`src/lp_pkg.sv`:
```
package lp_pkg;
    // ---------------------------------------------------------------
    // Clock and timing
    // ---------------------------------------------------------------
    localparam int CLK_PERIOD_PS = 25000;
    localparam int ALLBANK_REFRESH_CYCLE_NS = 130;
    localparam int PERBANK_REFRESH_CYCLE_NS = 60;
    localparam int PERBANK_SPACING_NS = 60;
    localparam int ABORT_EXTRA_PS = 17500;
    localparam int ALLBANK_REFRESH_CYCLES = (ALLBANK_REFRESH_CYCLE_NS * 1000 + CLK_PERIOD_PS - 1)
        / CLK_PERIOD_PS;
    localparam int PERBANK_REFRESH_CYCLES = (PERBANK_REFRESH_CYCLE_NS * 1000 + CLK_PERIOD_PS - 1)
        / CLK_PERIOD_PS;
    localparam int PERBANK_SPACING_CYCLES = (PERBANK_SPACING_NS * 1000 + CLK_PERIOD_PS - 1)
        / CLK_PERIOD_PS;
    localparam int ABORT_EXIT_DELAY_CYCLES = (PERBANK_REFRESH_CYCLE_NS * 1000 + ABORT_EXTRA_PS
        + CLK_PERIOD_PS - 1) / CLK_PERIOD_PS;
    // Cycle counts not printed for this block; plain defaults
    localparam int EXIT_TO_CMD_DELAY_CYCLES = 8;
    localparam int SR_MIN_RESIDENCY_CYCLES = 16;
    localparam int SELECT_HOLD_PERIOD_CYCLES = 3;
    localparam int CLOCK_HOLD_PERIOD_CYCLES = 5;
    localparam int PRE_EXIT_CLOCK_STABLE_CYCLES = 5;
    localparam int MIN_ENABLE_PULSE_CYCLES = 4;
    localparam int PD_EXIT_LATENCY_CYCLES = 4;
    localparam int INTERNAL_REFRESH_PERIOD_CYCLES = 156;
    localparam int CNT_W = 9;
    // ---------------------------------------------------------------
    // Command encodings (6-bit command/address, first edge)
    // ---------------------------------------------------------------
    localparam int CA_W = 6;
    localparam logic [5:0] CMD_MASK = 6'h1f;
    localparam logic [5:0] CMD_SR_ENTRY = 6'h18;
    localparam logic [5:0] CMD_SR_EXIT = 6'h14;
    localparam logic [5:0] CMD_ALLBANK_REF = 6'h08;
    localparam logic [5:0] CMD_PERBANK_REF = 6'h28;
    localparam logic [5:0] CMD_MODE_REG_READ = 6'h0e;
    localparam logic [5:0] CMD_MODE_REG_WRITE_FIRST = 6'h06;
    localparam logic [5:0] CMD_MODE_REG_WRITE_SECOND = 6'h16;
    localparam logic [5:0] CMD_MULTI_PURPOSE = 6'h00;
    localparam logic [5:0] CMD_COLUMN_SECOND = 6'h12;
    localparam logic [5:0] CMD_OTHER = 6'h02;
    // Restricted mode-register addresses
    localparam logic [5:0] MR_REFRESH_RATE = 6'h04;
    localparam logic [5:0] MR_PARTIAL_ARRAY_BANK = 6'h10;
    localparam logic [5:0] MR_PARTIAL_ARRAY_SEG = 6'h11;
    localparam int ABORT_ENABLE_BIT = 3;

    typedef enum {
        DEV_IDLE,
        DEV_SELF_REFRESH,
        DEV_EXIT_WAIT
    } dev_state_t;

    typedef enum {
        CTL_IDLE,
        CTL_SR,
        CTL_SR_EXIT_WAIT,
        CTL_EXTRA_REF,
        CTL_PD,
        CTL_PD_EXIT_WAIT
    } ctl_state_t;
endpackage : lp_pkg

```
`src/lp_link_if.sv`:
```
`timescale 1ns/1ps
interface lp_link_if;
    logic clk_enable;
    logic chip_select;
    logic [5:0] command_address_bus;
    logic clk_running;

    modport device (
        input clk_enable,
        input chip_select,
        input command_address_bus,
        input clk_running
    );
    modport controller (
        output clk_enable,
        output chip_select,
        output command_address_bus,
        output clk_running
    );
endinterface : lp_link_if

```
`src/lp_device_end.sv`:
```
`timescale 1ns/1ps
module lp_device_end #(
    parameter int DENSITY_GB = 2
) (
    input wire logic clk_i,
    input wire logic rst_i,
    lp_link_if.device link,
    output logic in_self_refresh_o,
    output logic in_power_down_o,
    output logic refresh_busy_o,
    output logic illegal_cmd_o,
    output logic [15:0] refresh_counter_o
);
    import lp_pkg::*;

    localparam bit ABORT_SUPPORTED = (DENSITY_GB >= 6);

    // ---------------------------------------------------------------
    // Pin synchronisers
    // ---------------------------------------------------------------
    logic [1:0] cke_sync_reg;
    logic [1:0] cs_sync_reg;
    logic [5:0] ca_meta_reg;
    logic [5:0] ca_sync_reg;

    always_ff @(posedge clk_i or posedge rst_i) begin
        if (rst_i) begin
            // Pin idles high; a low reset value would fake a power-down entry
            cke_sync_reg <= 2'h3;
            cs_sync_reg <= 2'h0;
            ca_meta_reg <= 6'h00;
            ca_sync_reg <= 6'h00;
        end else begin
            cke_sync_reg <= {cke_sync_reg[0], link.clk_enable};
            cs_sync_reg <= {cs_sync_reg[0], link.chip_select};
            ca_meta_reg <= link.command_address_bus;
            ca_sync_reg <= ca_meta_reg;
        end
    end

    wire cke = cke_sync_reg[1];

    // ---------------------------------------------------------------
    // Power-down and input receivers
    // ---------------------------------------------------------------
    logic [CNT_W-1:0] clk_hold_reg;
    logic receivers_on_reg;

    always_ff @(posedge clk_i or posedge rst_i) begin
        if (rst_i) begin
            clk_hold_reg <= '0;
            receivers_on_reg <= 1'b1;
            in_power_down_o <= 1'b0;
        end else begin
            in_power_down_o <= ~cke;
            if (cke) begin
                clk_hold_reg <= '0;
                receivers_on_reg <= 1'b1;
            end else if (clk_hold_reg == CNT_W'(CLOCK_HOLD_PERIOD_CYCLES)) begin
                receivers_on_reg <= 1'b0;
            end else begin
                clk_hold_reg <= clk_hold_reg + 1'b1;
            end
        end
    end

    // ---------------------------------------------------------------
    // Command decode (two-edge commands, second edge has select low)
    // ---------------------------------------------------------------
    logic first_reg;
    logic [5:0] first_ca_reg;
    logic cmd_valid;
    logic [5:0] cmd_code;

    wire accept_inputs = cke & receivers_on_reg;

    always_ff @(posedge clk_i or posedge rst_i) begin
        if (rst_i) begin
            first_reg <= 1'b0;
            first_ca_reg <= 6'h00;
        end else begin
            first_reg <= accept_inputs & cs_sync_reg[1];
            if (accept_inputs & cs_sync_reg[1]) begin
                first_ca_reg <= ca_sync_reg;
            end
        end
    end

    // Second edge: select low, bits any level
    assign cmd_valid = first_reg & accept_inputs & ~cs_sync_reg[1];
    assign cmd_code = first_ca_reg;

    wire is_sre = cmd_valid && ((cmd_code & CMD_MASK) == CMD_SR_ENTRY);
    wire is_srx = cmd_valid && ((cmd_code & CMD_MASK) == CMD_SR_EXIT);
    wire is_allbank_refresh_cmd = cmd_valid && (cmd_code == CMD_ALLBANK_REF);
    wire is_perbank_refresh_cmd = cmd_valid && (cmd_code == CMD_PERBANK_REF);
    wire is_mrw1 = cmd_valid && (cmd_code == CMD_MODE_REG_WRITE_FIRST);
    wire mr_restricted = (ca_sync_reg == MR_PARTIAL_ARRAY_BANK)
        || (ca_sync_reg == MR_PARTIAL_ARRAY_SEG) || (ca_sync_reg == MR_REFRESH_RATE);
    wire is_allowed_sr = cmd_valid && (cmd_code == CMD_MODE_REG_READ
        || cmd_code == CMD_COLUMN_SECOND || cmd_code == CMD_MULTI_PURPOSE
        || cmd_code == CMD_MODE_REG_WRITE_SECOND || (is_mrw1 && !mr_restricted)
        || (cmd_code & CMD_MASK) == CMD_SR_EXIT);

    // ---------------------------------------------------------------
    // Self refresh state
    // ---------------------------------------------------------------
    dev_state_t state_reg;
    logic abort_enable_reg;
    logic [CNT_W-1:0] busy_cnt_reg;
    logic [CNT_W-1:0] self_timer_reg;

    always_ff @(posedge clk_i or posedge rst_i) begin
        if (rst_i) begin
            abort_enable_reg <= 1'b0;
        end else if (is_mrw1 && ca_sync_reg == MR_REFRESH_RATE && state_reg == DEV_IDLE) begin
            abort_enable_reg <= ABORT_SUPPORTED;
        end
    end

    always_ff @(posedge clk_i or posedge rst_i) begin
        if (rst_i) begin
            state_reg <= DEV_IDLE;
            illegal_cmd_o <= 1'b0;
        end else begin
            illegal_cmd_o <= 1'b0;
            case (state_reg)
                DEV_IDLE: begin
                    if (is_sre) begin
                        state_reg <= DEV_SELF_REFRESH;
                    end
                end
                DEV_SELF_REFRESH: begin
                    if (cmd_valid && !is_allowed_sr) begin
                        illegal_cmd_o <= 1'b1;
                    end
                    if (is_srx) begin
                        state_reg <= DEV_IDLE;
                    end
                end
                default: begin
                    state_reg <= DEV_IDLE;
                end
            endcase
        end
    end

    // ---------------------------------------------------------------
    // Refresh engine: external commands and self-timed refresh
    // ---------------------------------------------------------------
    // Mode-register and multi-purpose commands never stall on busy
    always_ff @(posedge clk_i or posedge rst_i) begin
        if (rst_i) begin
            busy_cnt_reg <= '0;
            self_timer_reg <= '0;
            refresh_counter_o <= 16'h0000;
        end else begin
            if (is_srx && state_reg == DEV_SELF_REFRESH && abort_enable_reg
                && busy_cnt_reg != '0) begin
                busy_cnt_reg <= '0; // counter left as is
            end else if (is_allbank_refresh_cmd) begin
                busy_cnt_reg <= CNT_W'(ALLBANK_REFRESH_CYCLES);
                refresh_counter_o <= refresh_counter_o + 16'h0001;
            end else if (is_perbank_refresh_cmd) begin
                busy_cnt_reg <= CNT_W'(PERBANK_REFRESH_CYCLES);
                refresh_counter_o <= refresh_counter_o + 16'h0001;
            end else if (state_reg == DEV_SELF_REFRESH && busy_cnt_reg == '0
                && self_timer_reg == '0) begin
                busy_cnt_reg <= CNT_W'(ALLBANK_REFRESH_CYCLES);
                refresh_counter_o <= refresh_counter_o + 16'h0001;
            end else if (busy_cnt_reg != '0) begin
                busy_cnt_reg <= busy_cnt_reg - 1'b1; // runs on in power-down
            end
            if (state_reg == DEV_SELF_REFRESH) begin
                self_timer_reg <= (self_timer_reg == '0)
                    ? CNT_W'(INTERNAL_REFRESH_PERIOD_CYCLES) : self_timer_reg - 1'b1;
            end else begin
                self_timer_reg <= CNT_W'(INTERNAL_REFRESH_PERIOD_CYCLES);
            end
        end
    end

    // Per-channel state only; nothing is shared with other instances
    always_ff @(posedge clk_i or posedge rst_i) begin
        if (rst_i) begin
            in_self_refresh_o <= 1'b0;
            refresh_busy_o <= 1'b0;
        end else begin
            in_self_refresh_o <= (state_reg == DEV_SELF_REFRESH);
            refresh_busy_o <= (busy_cnt_reg != '0);
        end
    end
endmodule : lp_device_end

```
`src/flat_wrapper.sv`:
```
// flat-port wrapper written by rule: the top's interface ports become plain ports
module lp_device_end_flat import lp_pkg::*;
#(
    parameter int DENSITY_GB = 2
)
  (clk_i, rst_i, in_self_refresh_o, in_power_down_o, refresh_busy_o, illegal_cmd_o, refresh_counter_o, link_clk_enable, link_chip_select, link_command_address_bus, link_clk_running);
  lp_link_if link_i ();
  input wire logic clk_i;
  input wire logic rst_i;
  output logic in_self_refresh_o;
  output logic in_power_down_o;
  output logic refresh_busy_o;
  output logic illegal_cmd_o;
  output logic [15:0] refresh_counter_o;
  input wire logic [$bits(link_i.clk_enable)-1:0] link_clk_enable;
  input wire logic [$bits(link_i.chip_select)-1:0] link_chip_select;
  input wire logic [$bits(link_i.command_address_bus)-1:0] link_command_address_bus;
  input wire logic [$bits(link_i.clk_running)-1:0] link_clk_running;
  assign link_i.clk_enable = link_clk_enable;
  assign link_i.chip_select = link_chip_select;
  assign link_i.command_address_bus = link_command_address_bus;
  assign link_i.clk_running = link_clk_running;
  lp_device_end #(.DENSITY_GB(DENSITY_GB)) u_core (.clk_i(clk_i), .rst_i(rst_i), .link(link_i), .in_self_refresh_o(in_self_refresh_o), .in_power_down_o(in_power_down_o), .refresh_busy_o(refresh_busy_o), .illegal_cmd_o(illegal_cmd_o), .refresh_counter_o(refresh_counter_o));
endmodule
```
`config.mk`:
```
export PLATFORM = sky130hd
export DESIGN_NAME = lp_device_end_flat
export DESIGN_NICKNAME = d
export VERILOG_FILES = /design/src/lp_pkg.sv /design/src/lp_link_if.sv /design/src/lp_device_end.sv /design/src/flat_wrapper.sv
export SDC_FILE = /design/constraint.sdc
export NUM_CORES = 1
export LEC_CHECK = 0
export ABC_AREA = 1
export BUFFER_PORTS_ARGS = -buffer_cell sky130_fd_sc_hd__buf_2
export CAP_MARGIN = 20
export CORE_ASPECT_RATIO = 0.9
export CORE_MARGIN = 5
export CORE_UTILIZATION = 50
export CTS_CLUSTER_DIAMETER = 100
export DETAILED_ROUTE_END_ITERATION = 10
export PLACE_DENSITY = 0.8
export SYNTH_ARGS = -nofsm -noshare
export SYNTH_HDL_FRONTEND = slang
export SYNTH_SLANG_ARGS = --single-unit
```
`constraint.sdc`:
```
create_clock -name clk_i -period 2.5 [get_ports clk_i]
set_input_delay 0.375 -clock clk_i [delete_from_list [all_inputs] [get_ports clk_i]]
set_output_delay 0.375 -clock clk_i [all_outputs]
set_load 0.01 [all_outputs]
```
==> results of run 1 <==
==> per-stage QoR <==
step | power [W] | setup slack, ns | hold WS, ns | util, % | cells
final | 0.00284 | 0.655 | 0.115 | 59.1 | 524
after global routing | 0.00302 | 0.499 | 0.0954 | 59.1 | 524
after CTS | 0.00286 | 0.661 | 0.114 | 59.1 | 524
after detailed placement | 0.00185 | 0.679 | 0.335 | 55.8 | 508
after global placement | 0.00182 | 0.711 | 0.332 | 55.8 | 508
after floorplan | 0.00174 | 0.305 | 0.331 | - | 392
==> placed cells by master, fill, tap and decap left out, types with 2 or more instances in the layout <==
cell,count
nand2_1,85
dfrtp_1,69
nor2_1,50
inv_1,46
buf_2,29
nand3_1,25
nand4_1,24
nor3_1,16
xor2_1,13
o21ai_0,11
clkbuf_8,10
xnor2_1,5
ha_1,5
inv_2,4
nor2_4,4
a21oi_1,3
dfstp_2,3
nand2_2,2
nand3_2,2
nand3_4,2
nand3b_1,2
mux2_2,2
a31oi_1,2
clkinvlp_4,2
bufinv_16,2
==> layer usage <==
metal | routed length (um) | vias to the layer above | GRT usage [%]
met4 | 103 | 0 | 6.54
met5 | 0 | - | 0
met1 | 2920 | 1266 | 19.7
li1 | - | 1346 | -
met2 | 3280 | 51 | 27.6
met3 | 239 | 11 | 5.59
==> cells by family after synthesis <==
| family | count (synthesis) |
|---|---|
| AND/OR/NAND/NOR | 218 |
| flip-flops | 72 |
| buffers and inverters | 56 |
| AO/OA/AOI/OAI | 20 |
| XOR/XNOR | 18 |
| adder cells (fa/ha/maj) | 5 |
| multiplexers | 3 |
==> layout make-up <==
class / count / area [sq um]
Tap cell: 90 / 113
Multi-Input combinational cell: 264 / 1410
Fill cell: 551 / 2710
Sequential cell: 72 / 1810
Clock buffer: 11 / 141
Timing Repair Buffer: 31 / 173
Inverter: 51 / 191
Clock inverter: 5 / 80.1
==> final timing paths <==
kind,start,end,depth (start not counted)
worst max-delay path,u_core.cke_sync_reg[1]$_DFF_PP1_,u_core.refresh_counter_o[11]$_DFFE_PP0P_,6
worst max register to register,u_core.cke_sync_reg[1]$_DFF_PP1_,u_core.refresh_counter_o[11]$_DFFE_PP0P_,6
worst min-delay path,rst_i,u_core.in_power_down_o$_DFF_PP0_,2
min in group clk_i,link_clk_enable,u_core.cke_sync_reg[0]$_DFF_PP1_,1
worst min register to register,u_core.ca_meta_reg[0]$_DFF_PP0_,u_core.ca_sync_reg[0]$_DFF_PP0_,0
max in group asynchronous,rst_i,u_core.ca_sync_reg[0]$_DFF_PP0_,3
==> power by group through the flow <==
| stage | logic, W | clock network [W] | registers [W] |
|---|---|---|---|
| after CTS | 0.000456 | 0.00103 | 0.00138 |
| final | 0.000453 | 0.00101 | 0.00138 |
| after global routing | 0.000532 | 0.00110 | 0.00139 |
| after global placement | 0.000430 | 0 | 0.00139 |
| after floorplan | 0.000356 | 0 | 0.00138 |
| after detailed placement | 0.000449 | 0 | 0.00140 |
==> results.toml, run 1 <==
[yosys]
synth_cell_types = 36
ys_seq_area_share_pct = 52.5
avgSynthCellArea_sq_um = 8.77
synth_cells = 392
synth-simple-area-share_pct = 30.3
yosysMostFrequentCell = "nand2_1"
synth_area_sq_um = 3440
synth_adder_area_share_pct = 1.82
synth_edf_count = 0
synth_area_leaders = "dfrtp_1, nand2_1, nor2_1"
ys_top_cells_by_count = "nand2_1, dfrtp_1, nor2_1"
yosys.area.top_type = "dfrtp_1"
synth_top_area_share_pct = 50.2
ys.flop_type = "dfrtp_1"
synthMuxAreaShare_pct = 0.946
ys_seq_elements = 72
synth_top_family_by_area = "simple AND/OR/NAND/NOR gates"
yosys_warnings = 0
synth-xor-area-share_pct = 4.59
async_flop_share_pct = 100
syn-num-nets = 408
synth_compound_area_share_pct = 3.35

[timing]
slew_violations = 0
finalSetupViolations = 0
worst_slew_pin_slew_ns = 0.629
fmax_mhz = 542
rsz0062_at_grt = "false"
layout_min_cycle_time_ns = 1.85
tns_ns = 0
fin_skew_ns = 0.00661
finalHoldViolations = 0
slew_headroom_pct = 58.0
period_share_pct = 73.8

[pwr]
combPwrFrac_pct = 15.9
p_sw_w = 0.000797
p_sw_share_pct = 28.1
p_seq_share_pct = 48.5
p_clk_share_pct = 35.5
p_per_area_nw_per_um2 = 725
p_leak_nw = 1.92
vdd_drop_max_v = 0.000509
p_int_w = 0.00204

[cts]
cts_root_buffer = "clkbuf_8"
clock_latency_ns = 0.34
htree_levels = 3
post_cts_buffers = 0
cts.sinks = 72
cts_made_buffers = 9
cts_resized = 0
cts_tree = "done"
hold_buffers = 0
clk_pin_slew_ns = 0.08
clockBufferDepth = 2

[global_routing]
grt_max_degree = 32
antenna_found_initial = 0
grt_util_all_layers_pct = 16.4
grt_pass1_wl_um = 11400
grt_pass1_vias = 2556
gr-total-overflow = 0

[worst_setup_path]
cp_data_arrival_time_ns = 2.13
cp_data_required_time_ns = 2.78
worst-path-buf-inv = 0
cp_top_family = "simple AND/OR/NAND/NOR gates"
crit_top_cell = "nand2_1"
path_cells = "nand2_2, nor2_4, nand4_2, nand3_4, nand2_1, nand2_1"
critical-path-max-stage-delay_ns = 0.59
path_class = "flop to flop"
crit_path_start_kind = "flop"
r2r_setup_slack_ns = 0.65
endpoint_kind = "flop"
crit_fanout = 14
crit_slowest_cell = "dfstp_2"

[cells_and_area]
area_delta_synth_final_pct = 13.9
top_register = "u_core.refresh_counter_o"
final_cell_area_sq_um = 3920
n_antenna_cell = 0
largest_reg_flops = 16
drive_above_1_share_pct = 16.4
nets = 445

[floorplan]
ios = 31
die_h_um = 88.7
die_w_um = 97.4
fp.dieArea_sq_um = 8640
core.rowCount = 28
core_region_area_sq_um = 6620
start_util_pct = 51.9

[routing]
ant_nets = 0
via_per_inst = 5.10
dr.pass1.iters = 5
routed_wl_um = 6540
drc = 0
vias = 2674
wl_per_cell_um = 12.5
drt-initial-drc-count = 98

[placed_design]
hpwl_um = 4660
placed_area_sq_um = 3690
place_congestion = 0.858
io_buffers = 29

[run]
cap_violations = 0

[outcome]
outcome = "complete, no violations"

[hold_path]
worstHoldPathType = "input pin to asynchronous set/reset pin"
(Power assumes the default switching activity.)
==> inputs of run 2 (changes only) <==
==> constraint.sdc (replaced) <==
create_clock -name clk_i -period 1.8 [get_ports clk_i]
set_input_delay 0.27 -clock clk_i [delete_from_list [all_inputs] [get_ports clk_i]]
set_output_delay 0.27 -clock clk_i [all_outputs]
set_load 0.01 [all_outputs]
==> run 2 against run 1 <==
Effect of this change: sequential power increased by 38%; largest cell class unchanged; maximum frequency rose by 8.6%; combinational power grew 45%; worst setup slack worse by 0.55 ns; critical path depth increased by 4; die area unchanged; non-clock buffer count is 14 higher; register-to-register slack worse by 0.55 ns; first-iteration DRC count increased by 34%.
==> results.toml, run 2 (synthesis gave the netlist of run 1 again) <==
[outcome]
outcome = "complete, no violations"

[timing]
tns_ns = 0
rsz0062_at_grt = "false"
fmax_mhz = 589
slew_headroom_pct = 68.1
worst_slew_pin_slew_ns = 0.475
fin_skew_ns = 0.0118
period_share_pct = 94.4
finalHoldViolations = 0
layout_min_cycle_time_ns = 1.70
slew_violations = 0
finalSetupViolations = 0
setup_ws_ns = 0.101

[cells_and_area]
nets = 459
final_cells = 538
mostFrequentLayoutCells = "nand2_1, dfrtp_1, nor2_1"
largest_reg_flops = 16
drive_above_1_share_pct = 18.8
final_cell_area_sq_um = 4090
layout_commonest_cell = "nand2_1"
area_delta_synth_final_pct = 19.0
n_antenna_cell = 0
finish.utilization_pct = 61.8
top_register = "u_core.refresh_counter_o"

[worst_setup_path]
cp_data_arrival_time_ns = 1.94
crit_fanout = 8
worst-path-buf-inv = 2
r2r-start = "u_core.busy_cnt_reg[0]$_DFFE_PP0P_"
r2r_setup_slack_ns = 0.10
path_cells = "inv_1, ha_1, nand2_1, nor2_4, nand2_2, nor2_4, nand3_4, buf_12, nand4_1, nand2_1"
worstRegToRegCells = 10
timing.rr.end = "u_core.refresh_counter_o[10]$_DFFE_PP0P_"
cp_data_required_time_ns = 2.04
crit_cells = 10
endpoint_kind = "flop"
path_class = "flop to flop"
setup.worst_path.start = "u_core.busy_cnt_reg[0]$_DFFE_PP0P_"
critical-path-max-stage-delay_ns = 0.41
cp_top_family = "simple AND/OR/NAND/NOR gates"
setup.worst_path.end = "u_core.refresh_counter_o[10]$_DFFE_PP0P_"
crit_path_start_kind = "flop"
crit_slowest_cell = "dfrtp_1"

[placed_design]
place_congestion = 0.884
placed_area_sq_um = 3780
hpwl_um = 4870
post-place-ws_ns = 0.0787
io_buffers = 29
dp.cells = 517

[pwr]
p_leak_nw = 2.01
p_per_area_nw_per_um2 = 1010
vdd_drop_max_v = 0.000632

[global_routing]
antenna_found_initial = 0
grt_util_all_layers_pct = 17.3
gr-total-overflow = 0
grt_pass1_vias = 2731
grt_pass1_wl_um = 12000
grt_max_degree = 32

[cts]
cts_made_buffers = 9
cts_tree = "done"
cts.sinks = 72
clk_pin_slew_ns = 0.08
clock_latency_ns = 0.35
htree_levels = 3
clockBufferDepth = 2
cts_root_buffer = "clkbuf_8"

[routing]
ant_nets = 0
drc = 0
routed_wl_um = 6990
dr.pass1.iters = 4
wl_per_cell_um = 13.0
via_per_inst = 5.15
drt-initial-drc-count = 131
vias = 2772

[floorplan]
die_h_um = 88.7
fp.dieArea_sq_um = 8640
die_w_um = 97.4
start_util_pct = 51.9
core_region_area_sq_um = 6620
ios = 31
core.rowCount = 28

[run]
cap_violations = 0

[hold_path]
worstHoldPathType = "input pin to flop"
[run 2: cell type report]
cell class | count | area, sq um
inverter | 51 | 195
clock inverter | 7 | 120
clock buffer | 9 | 124
tap | 90 | 113
timing repair buffer | 45 | 310
fill | 533 | 2530
multi-input combinational | 264 | 1420
sequential | 72 | 1810
[run 2: timing repair]
| action | in CTS | in global routing |
|---|---|---|
| endpoints found under the hold margin | 17 | 1 |
| hold buffers | 2 | 1 |
| setup endpoints to repair | 0 | 15 |
| gates resized for setup | 0 | 2 |
| buffers inserted | 0 | 2 |
[run 2: stage by stage]
step / power (W) / hold slack (ns)
after global routing: 0.00437 / 0.00469
after CTS: 0.00415 / 0.00321
final: 0.00412 / 0.0201
after floorplan: 0.00242 / 0.274
after detailed placement: 0.00259 / 0.296
after global placement: 0.00255 / 0.292
[run 2: worst min-delay path by stage]
stage,startpoint,to,slack (ns),cells after the start
6_report,link_command_address_bus[2],u_core.ca_meta_reg[2]$_DFF_PP0_,0.02,1
5_1_grt,link_command_address_bus[0],u_core.ca_meta_reg[0]$_DFF_PP0_,0.005,1
4_1_cts,link_chip_select,u_core.cs_sync_reg[0]$_DFF_PP0_,0.003,1
3_5_place_dp,rst_i,u_core.self_timer_reg[4]$_DFF_PP0_,0.30,2
3_3_place_gp,rst_i,u_core.self_timer_reg[4]$_DFF_PP0_,0.29,2
2_1_floorplan,link_clk_enable,u_core.cke_sync_reg[0]$_DFF_PP1_,0.27,0
[run 2: worst reg2reg max path, cell delays in order, from the launching register on]
cell and delay (ns):
dfrtp_1 0.41, inv_1 0.09, ha_1 0.16, nand2_1 0.09, nor2_4 0.14, nand2_2 0.08
nor2_4 0.12, nand3_4 0.15, buf_12 0.18, nand4_1 0.08, nand2_1 0.07
[run 2: routing by layer]
| layer | vias up | share of wire, % | global-route usage, % |
|---|---|---|---|
| met5 | - | 0 | 0 |
| met4 | 0 | 2.1 | 10.3 |
| met3 | 16 | 5.6 | 3.78 |
| met2 | 82 | 48 | 28.2 |
| met1 | 1299 | 44 | 21.6 |
| li1 | 1375 | - | - |
[run 2: where the power goes]
group | switching [W] | internal [W]
combinational | 0.000404 | 0.000255
sequential | 0.000126 | 0.00179
clock | 0.000628 | 0.000922
total | 0.00116 | 0.00296
